===== src/hint_cfg_pkg.sv =====
package hint_cfg_pkg;

	// ==========================================================
	// Register page
	localparam logic [11:0] OFS_FEATURE_ENABLE = 12'h820;
	localparam logic [11:0] OFS_READ_PREFETCH_HINTS = 12'h824;
	localparam logic [11:0] OFS_WRITE_SPLIT_HINTS = 12'h828;
	localparam int PAGE_OFS_W = 12;
	localparam int BUS_ID_W = 10;
	localparam int SLOT_W = 4;
	localparam int SUBMOD_W = 2;

	// ==========================================================
	// Reset values and field layout
	localparam logic [31:0] FEATURE_ENABLE_RST = 32'h0000_0000;
	localparam logic [3:0] READ_HINT_RST = 4'h0;
	localparam logic [1:0] WRITE_HINT_RST = 2'h0;
	localparam int NUM_MASTERS = 6;
	localparam int READ_HINT_W = 4;
	localparam int WRITE_HINT_W = 2;
	localparam int WRITE_HINT_STRIDE = 4;

	// Feature enable bit positions
	localparam int FEAT_RD_LINE_BIT = 0;
	localparam int FEAT_RD_MULT_BIT = 1;
	localparam int FEAT_MWI_BIT = 2;
	localparam int FEAT_LONG_BIT = 3;

	// ==========================================================
	// Read hint encodings
	localparam logic [3:0] RH_WORDS_1 = 4'h0;
	localparam logic [3:0] RH_WORDS_2 = 4'h1;
	localparam logic [3:0] RH_WORDS_4 = 4'h2;
	localparam logic [3:0] RH_WORDS_8 = 4'h3;
	localparam logic [3:0] RH_WORDS_16 = 4'h4;
	localparam logic [3:0] RH_WORDS_24 = 4'h5;
	localparam logic [3:0] RH_HALF_FULL = 4'hb;
	localparam logic [3:0] RH_FULL = 4'hf;

	// Write split encoding forced by write-and-invalidate
	localparam logic [1:0] WH_EIGHT = 2'h3;

	// PCI bus commands
	localparam logic [3:0] CMD_MEM_READ = 4'h6;
	localparam logic [3:0] CMD_MEM_WRITE = 4'h7;
	localparam logic [3:0] CMD_MEM_READ_MULT = 4'hc;
	localparam logic [3:0] CMD_MEM_READ_LINE = 4'he;
	localparam logic [3:0] CMD_MEM_WRITE_INV = 4'hf;

	typedef enum logic [1:0] {
		FILL_FIXED,
		FILL_HALF,
		FILL_FULL
	} fill_mode_e;

endpackage


===== src/read_hint_decode.sv =====
`timescale 1ns/1ps
module read_hint_decode
	import hint_cfg_pkg::*;
(
	input wire logic [3:0] hint_i,
	input wire logic long_en_i,
	output logic [4:0] words_o,
	output fill_mode_e mode_o,
	output logic long_o
);

	// Unlisted codes fall back to single word, the safest prefetch
	always_comb begin
		words_o = 5'h01;
		mode_o = FILL_FIXED;
		long_o = 1'b0;
		unique case (hint_i)
			RH_WORDS_2: words_o = 5'h02;
			RH_WORDS_4: words_o = 5'h04;
			RH_WORDS_8: words_o = 5'h08;
			RH_WORDS_16: begin
				words_o = 5'h10;
				long_o = long_en_i;
			end
			RH_WORDS_24: begin
				words_o = 5'h18;
				long_o = long_en_i;
			end
			RH_HALF_FULL: begin
				mode_o = FILL_HALF;
				long_o = long_en_i;
			end
			RH_FULL: begin
				mode_o = FILL_FULL;
				long_o = long_en_i;
			end
			default: words_o = 5'h01;
		endcase
	end

endmodule


===== src/bridge_transfer_hint_config.sv =====
`timescale 1ns/1ps
// Contract
// - Take broadcast bus id, store 10 bits, then answer page accesses.
// - Match address to 4K page from bus id, slot, submodule before access.
// - Bus id decodes only the register page, never forwarding.
// - Software programs bus id first; block stays inactive until then.
// - Separate read and write hint per each of six masters, by owner.
// - Read hints six 4-bit fields at 3:0..23:20, 31:24 unused, reset zero.
// - Codes 0..5 prefetch 1,2,4,8,16,24 words; long only for 16, 24.
// - Code b half-full, code f full, both assert long when enabled.
// - Read size toward system bus comes from owning master's read hint.
// - Enabled read line acts as code 5, 24 words.
// - Enabled read multiple acts as code f, keep buffer full.
// - Write split hints register, read/write, at 0x828.
// - Read prefetch hints register, read/write, at 0x824.
// - Feature enable register, read/write, at 0x820.
// - Write hint 0 single, 1 double, 2 quad, 3 eight-word pieces.
// - Enabled write-and-invalidate forces eight-word writes.
module bridge_transfer_hint_config
	import hint_cfg_pkg::*;
#(
	parameter logic [3:0] PAGE_TOP = 4'hf
) (
	input wire logic clk_i,
	input wire logic rstn_i,
	input wire logic bcast_valid_i,
	input wire logic [BUS_ID_W-1:0] bcast_id_i,
	input wire logic [SLOT_W-1:0] slot_i,
	input wire logic [SUBMOD_W-1:0] submod_i,
	input wire logic sys_valid_i,
	input wire logic sys_write_i,
	input wire logic [31:0] sys_addr_i,
	input wire logic [31:0] sys_wdata_i,
	output logic sys_ack_o,
	output logic [31:0] sys_rdata_o,
	output logic active_o,
	input wire logic txn_start_i,
	input wire logic [2:0] txn_master_i,
	input wire logic [3:0] txn_cmd_i,
	input wire logic txn_done_i,
	output logic hint_valid_o,
	output logic [4:0] read_words_o,
	output fill_mode_e fill_mode_o,
	output logic long_transfer_indication_o,
	output logic [1:0] write_piece_o
);

	// ==========================================================
	// Bus identification and page decode
	logic programmed;
	logic [BUS_ID_W-1:0] bus_id;
	logic page_hit;
	logic [PAGE_OFS_W-1:0] ofs;

	always_ff @(posedge clk_i) begin
		if (!rstn_i) begin
			programmed <= 1'b0;
			bus_id <= '0;
		end else if (bcast_valid_i) begin
			programmed <= 1'b1;
			bus_id <= bcast_id_i;
		end
	end

	// Bus id only feeds this compare; nothing here steers forwarding
	assign page_hit = programmed && sys_addr_i[31:28] == PAGE_TOP
		&& sys_addr_i[27:12] == {bus_id, slot_i, submod_i};
	assign ofs = sys_addr_i[PAGE_OFS_W-1:0];
	assign active_o = programmed;

	// ==========================================================
	// Registers
	logic [31:0] feature_enable;
	logic [READ_HINT_W-1:0] read_hint [NUM_MASTERS];
	logic [WRITE_HINT_W-1:0] write_hint [NUM_MASTERS];
	logic [31:0] read_prefetch_hints;
	logic [31:0] write_split_hints;
	logic wr_en;

	assign wr_en = sys_valid_i && sys_write_i && page_hit;

	always_ff @(posedge clk_i) begin
		if (!rstn_i)
			feature_enable <= FEATURE_ENABLE_RST;
		else if (wr_en && ofs == OFS_FEATURE_ENABLE)
			feature_enable <= sys_wdata_i;
	end

	genvar m;
	generate
		for (m = 0; m < NUM_MASTERS; m++) begin : g_hint
			always_ff @(posedge clk_i) begin
				if (!rstn_i)
					read_hint[m] <= READ_HINT_RST;
				else if (wr_en && ofs == OFS_READ_PREFETCH_HINTS)
					read_hint[m] <= sys_wdata_i[m*READ_HINT_W +: READ_HINT_W];
			end
			always_ff @(posedge clk_i) begin
				if (!rstn_i)
					write_hint[m] <= WRITE_HINT_RST;
				else if (wr_en && ofs == OFS_WRITE_SPLIT_HINTS)
					write_hint[m] <= sys_wdata_i[m*WRITE_HINT_STRIDE +: WRITE_HINT_W];
			end
			assign read_prefetch_hints[m*READ_HINT_W +: READ_HINT_W] = read_hint[m];
			assign write_split_hints[m*WRITE_HINT_STRIDE +: WRITE_HINT_STRIDE] =
				{2'h0, write_hint[m]};
		end
	endgenerate
	// Spare bits read as zero
	assign read_prefetch_hints[31:24] = 8'h00;
	assign write_split_hints[31:24] = 8'h00;

	// Every matched access is answered; unknown offsets read zero
	always_ff @(posedge clk_i) begin
		if (!rstn_i) begin
			sys_ack_o <= 1'b0;
			sys_rdata_o <= 32'h0000_0000;
		end else begin
			sys_ack_o <= sys_valid_i && page_hit;
			if (sys_valid_i && page_hit && !sys_write_i) begin
				unique case (ofs)
					OFS_FEATURE_ENABLE: sys_rdata_o <= feature_enable;
					OFS_READ_PREFETCH_HINTS: sys_rdata_o <= read_prefetch_hints;
					OFS_WRITE_SPLIT_HINTS: sys_rdata_o <= write_split_hints;
					default: sys_rdata_o <= 32'h0000_0000;
				endcase
			end
		end
	end

	// ==========================================================
	// Hint selection per transaction
	logic [3:0] sel_read;
	logic [1:0] sel_write;
	logic [3:0] eff_read;
	logic [1:0] eff_write;
	logic [4:0] dec_words;
	fill_mode_e dec_mode;
	logic dec_long;

	always_comb begin
		sel_read = READ_HINT_RST;
		sel_write = WRITE_HINT_RST;
		if (txn_master_i < 3'(NUM_MASTERS)) begin
			sel_read = read_hint[txn_master_i];
			sel_write = write_hint[txn_master_i];
		end
		eff_read = sel_read;
		if (feature_enable[FEAT_RD_LINE_BIT] && txn_cmd_i == CMD_MEM_READ_LINE)
			eff_read = RH_WORDS_24;
		else if (feature_enable[FEAT_RD_MULT_BIT] && txn_cmd_i == CMD_MEM_READ_MULT)
			eff_read = RH_FULL;
		eff_write = sel_write;
		if (feature_enable[FEAT_MWI_BIT] && txn_cmd_i == CMD_MEM_WRITE_INV)
			eff_write = WH_EIGHT;
	end

	read_hint_decode u_decode (
		.hint_i(eff_read),
		.long_en_i(feature_enable[FEAT_LONG_BIT]),
		.words_o(dec_words),
		.mode_o(dec_mode),
		.long_o(dec_long)
	);

	// A start while a transaction is open is ignored; the open one keeps its hint
	always_ff @(posedge clk_i) begin
		if (!rstn_i) begin
			hint_valid_o <= 1'b0;
			read_words_o <= 5'h01;
			fill_mode_o <= FILL_FIXED;
			long_transfer_indication_o <= 1'b0;
			write_piece_o <= 2'h0;
		end else if (!hint_valid_o && txn_start_i && programmed) begin
			hint_valid_o <= 1'b1;
			read_words_o <= dec_words;
			fill_mode_o <= dec_mode;
			long_transfer_indication_o <= dec_long;
			write_piece_o <= eff_write;
		end else if (hint_valid_o && txn_done_i) begin
			hint_valid_o <= 1'b0;
		end
	end

	// ==========================================================
	// Checks
	property p_silent_unprog;
		@(posedge clk_i) disable iff (!rstn_i)
		sys_valid_i && !programmed |=> !sys_ack_o;
	endproperty
	a_silent_unprog: assert property (p_silent_unprog) else $error("ack before bus id");

	property p_ack_hit;
		@(posedge clk_i) disable iff (!rstn_i)
		sys_valid_i && programmed && sys_addr_i[27:12] == {bus_id, slot_i, submod_i}
			&& sys_addr_i[31:28] == PAGE_TOP |=> sys_ack_o;
	endproperty
	a_ack_hit: assert property (p_ack_hit) else $error("page hit not acked");

	property p_no_ack_miss;
		@(posedge clk_i) disable iff (!rstn_i)
		sys_valid_i && sys_addr_i[27:18] != bus_id |=> !sys_ack_o;
	endproperty
	a_no_ack_miss: assert property (p_no_ack_miss) else $error("ack on miss");

	property p_bcast;
		@(posedge clk_i) disable iff (!rstn_i)
		bcast_valid_i |=> active_o && bus_id == $past(bcast_id_i);
	endproperty
	a_bcast: assert property (p_bcast) else $error("bus id not stored");

	property p_rd_reset;
		@(posedge clk_i) !rstn_i |=> read_prefetch_hints == 32'h0000_0000;
	endproperty
	a_rd_reset: assert property (p_rd_reset) else $error("read hints not reset");

	property p_rd_line;
		@(posedge clk_i) disable iff (!rstn_i)
		!hint_valid_o && txn_start_i && programmed && feature_enable[FEAT_RD_LINE_BIT]
			&& txn_cmd_i == CMD_MEM_READ_LINE |=> read_words_o == 5'h18 && fill_mode_o == FILL_FIXED;
	endproperty
	a_rd_line: assert property (p_rd_line) else $error("read line not 24 words");

	property p_rd_mult;
		@(posedge clk_i) disable iff (!rstn_i)
		!hint_valid_o && txn_start_i && programmed && feature_enable[FEAT_RD_MULT_BIT]
			&& txn_cmd_i == CMD_MEM_READ_MULT |=> fill_mode_o == FILL_FULL;
	endproperty
	a_rd_mult: assert property (p_rd_mult) else $error("read multiple not full");

	property p_mwi;
		@(posedge clk_i) disable iff (!rstn_i)
		!hint_valid_o && txn_start_i && programmed && feature_enable[FEAT_MWI_BIT]
			&& txn_cmd_i == CMD_MEM_WRITE_INV |=> write_piece_o == WH_EIGHT;
	endproperty
	a_mwi: assert property (p_mwi) else $error("invalidate write not eight");

	property p_hold;
		@(posedge clk_i) disable iff (!rstn_i)
		hint_valid_o && !txn_done_i |=> hint_valid_o && $stable(read_words_o)
			&& $stable(write_piece_o) && $stable(fill_mode_o);
	endproperty
	a_hold: assert property (p_hold) else $error("hint changed mid transaction");

	property p_long;
		@(posedge clk_i) disable iff (!rstn_i)
		long_transfer_indication_o |-> read_words_o >= 5'h10 || fill_mode_o != FILL_FIXED;
	endproperty
	a_long: assert property (p_long) else $error("long on short prefetch");

endmodule


===== config.mk =====
export PLATFORM = sky130hd
export DESIGN_NAME = bridge_transfer_hint_config
export DESIGN_NICKNAME = d
export VERILOG_FILES = /design/src/hint_cfg_pkg.sv /design/src/read_hint_decode.sv /design/src/bridge_transfer_hint_config.sv
export SDC_FILE = /design/constraint.sdc
export NUM_CORES = 1
export LEC_CHECK = 0
export ABC_AREA = 1
export BUFFER_PORTS_ARGS = -buffer_cell sky130_fd_sc_hd__buf_2
export CORE_ASPECT_RATIO = 1.75
export CORE_MARGIN = 2
export CORE_UTILIZATION = 40
export CTS_BUF_LIST = sky130_fd_sc_hd__clkbuf_4
export CTS_CLUSTER_SIZE = 30
export DETAILED_ROUTE_END_ITERATION = 8
export GPL_ROUTABILITY_DRIVEN = 0
export PLACE_DENSITY = 0.59
export SLEW_MARGIN = 25
export SYNTH_ARGS = -nofsm -noshare
export SYNTH_HDL_FRONTEND = slang
export SYNTH_SLANG_ARGS = --single-unit

===== constraint.sdc =====
create_clock -name clk_i -period 2.9 [get_ports clk_i]
set_clock_uncertainty 0.15 [all_clocks]
set_input_delay 0.435 -clock clk_i [delete_from_list [all_inputs] [get_ports clk_i]]
set_output_delay 0.435 -clock clk_i [all_outputs]
set_load 0.01 [all_outputs]

# ---- After elaboration in Yosys (flattened, before gate mapping)
# Memory sizes are Yosys's and may differ from the RTL's.
# Index checks and enable logic that the tools add are counted.
dict set report word_totals {
  n_memories 2
  word_cells 89
  ram_bits 36
  ff_bits 87
  inputBits 94
  out_inout_bits 45
}
dict set report classes {
  mux 30
  magnitude_cmp 1
  eq_ne 15
  n_reduce_logical 19
  bitwise_logic 12
}
# name depth word_bits read_ports rd_clocked_by_memory_dff wr line
set memory_table {}
lappend memory_table {read_hint 6 4 7 0 6 bridge_transfer_hint_config.sv:74} ;# logic [READ_HINT_W-1:0] read_hint [NUM_MASTERS];
lappend memory_table {write_hint 6 2 7 0 6 bridge_transfer_hint_config.sv:75} ;# logic [WRITE_HINT_W-1:0] write_hint [NUM_MASTERS];
# op count
set ops {}
lappend ops {{one-hot mux 32 bit (3 select lines)} 1}
lappend ops {{== test 12 bit (second input constant)} 3}
lappend ops {{two-way mux 4 bit} 9}
lappend ops {{one-hot mux 5 bit (5 select lines)} 1}
lappend ops {{== test 4 bit (second input constant)} 6}
lappend ops {{== test 16 bit} 1}
lappend ops {{two-way mux 2 bit} 8}
lappend ops {{logical AND 1 bit} 15}
lappend ops {{OR 1 bit} 12}
lappend ops {{two-way mux 1 bit} 10}
lappend ops {{== test 4 x 2 -> 1 bit (second input constant)} 2}
lappend ops {{== test 4 x 3 -> 1 bit (second input constant)} 2}
lappend ops {{== test 4 x 1 -> 1 bit (second input constant)} 1}
lappend ops {{one-hot mux 2 bit (2 select lines)} 1}
lappend ops {{OR reduction 4 bit} 1}
lappend ops {{< comparator 3 bit (second input constant)} 1}
lappend ops {{zero test 1 bit} 2}
lappend ops {{nonzero test 2 bit} 1}

# ---- Longest topological paths before layout
dict set report depth {
  word_depth 9
  ltp_mapped 12
  depth_no_buf 12
}

# ---- Modules after synthesis
# From an unflattened synthesis, not the netlist that was laid out.
dict set report unflattened {
  cells_unflattened 944
  area_unflattened_um2 6533.8
}
# module seq_area_each_um2 cells_each n_inst area_per_inst_um2
set modules_own_cells {}
lappend modules_own_cells {bridge_transfer_hint_config 2822.7 924 1 6437.4}
lappend modules_own_cells {read_hint_decode 0.0 20 1 96.3}

# ---- Worst setup path before layout
# OpenSTA, ideal clock, no wires.
dict set report synth_path {
  kind {input to register}
  start {in sys_addr_i[27]}
  end {mem read_hint[0][0], enable pin}
  path_stages 11
  required_ps 2369
  setup_slack_ps 440
  path_buffers 1
  setup_ps 381
  arrival_ps 1929
  cell_sequence {inv_1 > nand2_1 > nand3_1 > nor2_1 > nand2_1 > nor2_2 > nand3_4 > nor2_4 > buf_2 > nand2_1 > nand2_1}
}
# element line
set synth_lines {}
lappend synth_lines {{start, declared} bridge_transfer_hint_config.sv:32} ;# input wire logic [31:0] sys_addr_i,
lappend synth_lines {{end, declared} bridge_transfer_hint_config.sv:74}

==> flow_metrics.py <==
metrics = {
    "status": {
        "run_status": "finished clean",
    },
    "clock_tree": {
        "cts_max_level": 4,
        "sinks_on_clock_net": 123,
        "cts-hold-fix-buffers": 8,
        "post-cts-setup-buffer-count": 0,
        "cts-resized-gates": 0,
        "cts_root_buf": "clkbuf_4",
        "cts.reportedPaths.clkPinSlew_ps": 120,
        "clkLatencyLatePin_ps": 520,
        "cts_buffer_depth": 2,
        "cts-buffers-inserted": 17,
        "cts_tree": "yes",
    },
    "finish": {
        "final_cell_mix": "nand2_1 (188), nor2_1 (178), buf_2 (138)",
        "multi_input_comb_area_um2": 2570,
        "finish.cell_count_without_fillers": 1193,
        "synthToLayoutAreaGrowth_pct": 22.6,
        "post_route_cells_drive_above_1_share_pct": 20.3,
        "finish.utilization_pct": 49.9,
        "final_net_count": 1089,
        "final_common_cell": "nand2_1",
        "final-seq-area_um2": 2820,
        "layout.filler_cells": 1568,
    },
    "global_route": {
        "initial_antenna_violation_count": 2,
        "total_routing_usage_reported_by_global_routing_pct": 21.9,
        "globalRoute.totalOverflow": 0,
        "grt_pass1_vias": 5518,
        "pin_count_of_the_biggest_net_entering_global_routing": 38,
        "first_pass_grt_wire_length_um": 28100,
    },
    "route": {
        "detailedRoute.firstIterationViolations": 292,
        "antenna_violating_nets_left": 0,
        "wl_per_cell_um": 14.6,
        "post-route-drc-count": 0,
        "num_vias": 5770,
        "first_pass_iters": 7,
        "finalWirelength_um": 17500,
        "route.detailed.vias_per_inst": 4.84,
    },
    "timing": {
        "max_freq_ghz": 0.428,
        "setup_repair_after_global_routing_missed_its_margin": "no",
        "hold_viol": 0,
        "finalCritPeriodShare_pct": 80.6,
        "worst_pin_slew_ps": 677,
        "totalNegativeSetupSlack_ps": 0,
        "max_slew_margin_pct": 54.8,
        "finalWorstPathRequiredPeriod_ps": 2340,
        "finalSetupViolCount": 0,
        "final-max-slew-violation-count": 0,
    },
    "power": {
        "leakagePower_nw": 3.44,
        "seqPwrFrac_pct": 48.1,
        "power.switching_fraction_pct": 24.1,
        "intPower_mw": 2.87,
        "comb_power_share_pct": 8.7,
        "clockPowerShare_pct": 43.2,
        "power-per-cell-area_nw_per_um2": 514,
        "netSwitchingPower_mw": 0.910,
        "max-vdd-ir-drop_mv": 0.256,
    },
    "logic_synthesis": {
        "async_flop_share_pct": 0,
        "yosys_register_bits": 123,
        "synth_nets": 945,
        "ys_types": 36,
        "average_cell_area_after_synthesis_um2": 7.06,
        "ys_warn_count": 0,
        "post_synth_inst_count": 851,
        "yosys_most_used_dff": "dfxtp_1",
        "yosys-mux-area-fraction_pct": 0,
        "post_synth_and_or_nand_nor_area_fraction_pct": 32.0,
        "post_synth_edffs": 36,
        "post_synth_instance_area_um2": 6010,
        "synth_sequential_area_ratio_pct": 47.0,
        "synth_xor_xnor_area_share_pct": 0.729,
        "main_combinational_cell_family_by_area_after_synthesis": "simple AND/OR/NAND/NOR gates",
        "synth_compound_gate_area_share_pct": 10.1,
        "synthAdderAreaFrac_pct": 0,
    },
    "setup_path": {
        "worstSetupStartpointType": "flop",
        "crit_arrival_ps": 2350,
        "timing_worst_setup_path_type": "reg -> reg",
        "critical_path.cell_chain": "inv_1 > nand2_1 > nand4_1 > nor3_2 > nand3_4 > nor2_4 > nand2_1 > nand2_1",
        "critical-path-slowest-cell": "nand2_1",
        "critPathCaptureType": "flop",
        "worst-path-buf-inv": 1,
        "critical-path-top-delay-family": "simple AND/OR/NAND/NOR gates",
        "crit_top_cell": "nand2_1",
        "cp_max_fo": 12,
        "cp_slowest_stage_delay_ps": 420,
        "worst_ep_required_time_ps": 2920,
    },
    "placement": {
        "placed_cells": 1151,
        "place_hpwl_um": 13200,
        "io_buffers": 138,
    },
    "floorplanning": {
        "die_w_um": 96.6,
        "floorplan.initialDensity_pct": 40.7,
        "core_area_um2": 14800,
        "total_number_of_placement_rows": 59,
        "design.portCount": 139,
        "die-area_um2": 16000,
        "floorplan.die.height_um": 166,
    },
    "job": {
        "max_cap_viol_count": 0,
    },
    "hold_path": {
        "hp-class": "in -> reg",
    },
}
[final timing paths]
path                            cells after the start  slack (ps)               end     startpoint
worst max-delay path                                8         560  write_hint[4][1]      bus_id[5]
worst min-delay path                                3          50         bus_id[9]  bcast_id_i[9]
worst max register to register                      8         560  write_hint[4][1]      bus_id[5]
worst min register to register                      2         320         bus_id[3]      bus_id[3]
[per-layer routing]
metal / wire [um] / part of all wire (%) / track usage [%] / vias to the layer above
met2: 9050 / 52 / 39.2 / 181
met4: 433 / 2.5 / 8.21 / 0
met5: 0 / 0 / 0 / -
met3: 872 / 5.0 / 3.96 / 30
met1: 7090 / 41 / 25.9 / 2577
li1: - / - / - / 2982
[through the flow]
| step | power, mW | worst slack [ps] | area (um^2) | hold WS [ps] |
|---|---|---|---|---|
| finish | 3.78 | 562 | 7360 | 52.5 |
| global route | 3.93 | 366 | 7360 | 18.0 |
| CTS | 3.83 | 561 | 7360 | 0.737 |
| detailed placement | 2.18 | 295 | 6880 | 304 |
| global placement | 2.18 | 337 | 6880 | 299 |
| floorplan | 2.03 | 440 | 6010 | 285 |
[cell usage after synthesis, types with 2 or more instances]
cell	number	area [um^2]
nand2_1	188	706
nor2_1	178	668
inv_1	101	379
dfxtp_1	87	1740
nand3_1	64	320
o21ai_0	61	305
edfxtp_1	36	1080
a21oi_1	32	160
buf_2	15	75.1
o21ai_1	14	70.1
clkbuf_1	8	30.0
buf_4	6	45.0
inv_2	6	22.5
nand4_1	6	37.5
buf_1	5	18.8
nor2_2	5	31.3
xor2_1	5	43.8
buf_6	3	33.8
nor3_1	3	15.0
o22ai_1	3	18.8
or2_1	3	18.8
or2_2	3	18.8
a31oi_1	2	12.5
nor2_4	2	22.5
nor3_2	2	20.0
nor3b_1	2	15.0
o211ai_1	2	15.0
[tightest hold or removal path: cells and delay by family]
family / cells / cell delay, ps
AOI/OAI and AO/OA: 2 / 180
buffers and inverters: 1 / 80
[cells by family (layout without fill, tap and decap cells)]
family | after synthesis | count (layout)
XOR/XNOR | 5 | 5
flip-flops | 123 | 123
buffers and inverters | 146 | 303
AND/OR/NAND/NOR | 460 | 460
AO/OA/AOI/OAI | 117 | 117
other | 0 | 2
[cell type report]
class | instances | area share, %
multi-input cells | 582 | 34.9
clock inverters | 15 | 3.62
inverters | 108 | 5.51
repair buffers | 163 | 12.7
flip-flops and latches | 123 | 38.3
diodes | 2 | 0.0680
clock buffers | 17 | 1.73
well taps | 183 | 3.11
[registers in the layout (all words and copies together) (netlist names)]
| register | count |
|---|---|
| active_o | 1 |
| long_transfer_indication_o | 1 |
| read_words_o | 5 |
| hint_valid_o | 1 |
| write_piece_o | 2 |
| bus_id | 10 |
| write_hint | 12 |
| sys_ack_o | 1 |
| sys_rdata_o | 32 |
| feature_enable | 32 |
| fill_mode_o | 2 |
| read_hint | 24 |
[power by group through the flow]
stage	logic (mW)	clock network, mW	registers (mW)
after global placement	0.322	0	1.86
after CTS	0.332	1.68	1.82
after detailed placement	0.323	0	1.86
final	0.329	1.64	1.82
after floorplan	0.175	0	1.86
after global routing	0.373	1.74	1.82
(Power assumes the default switching activity.)
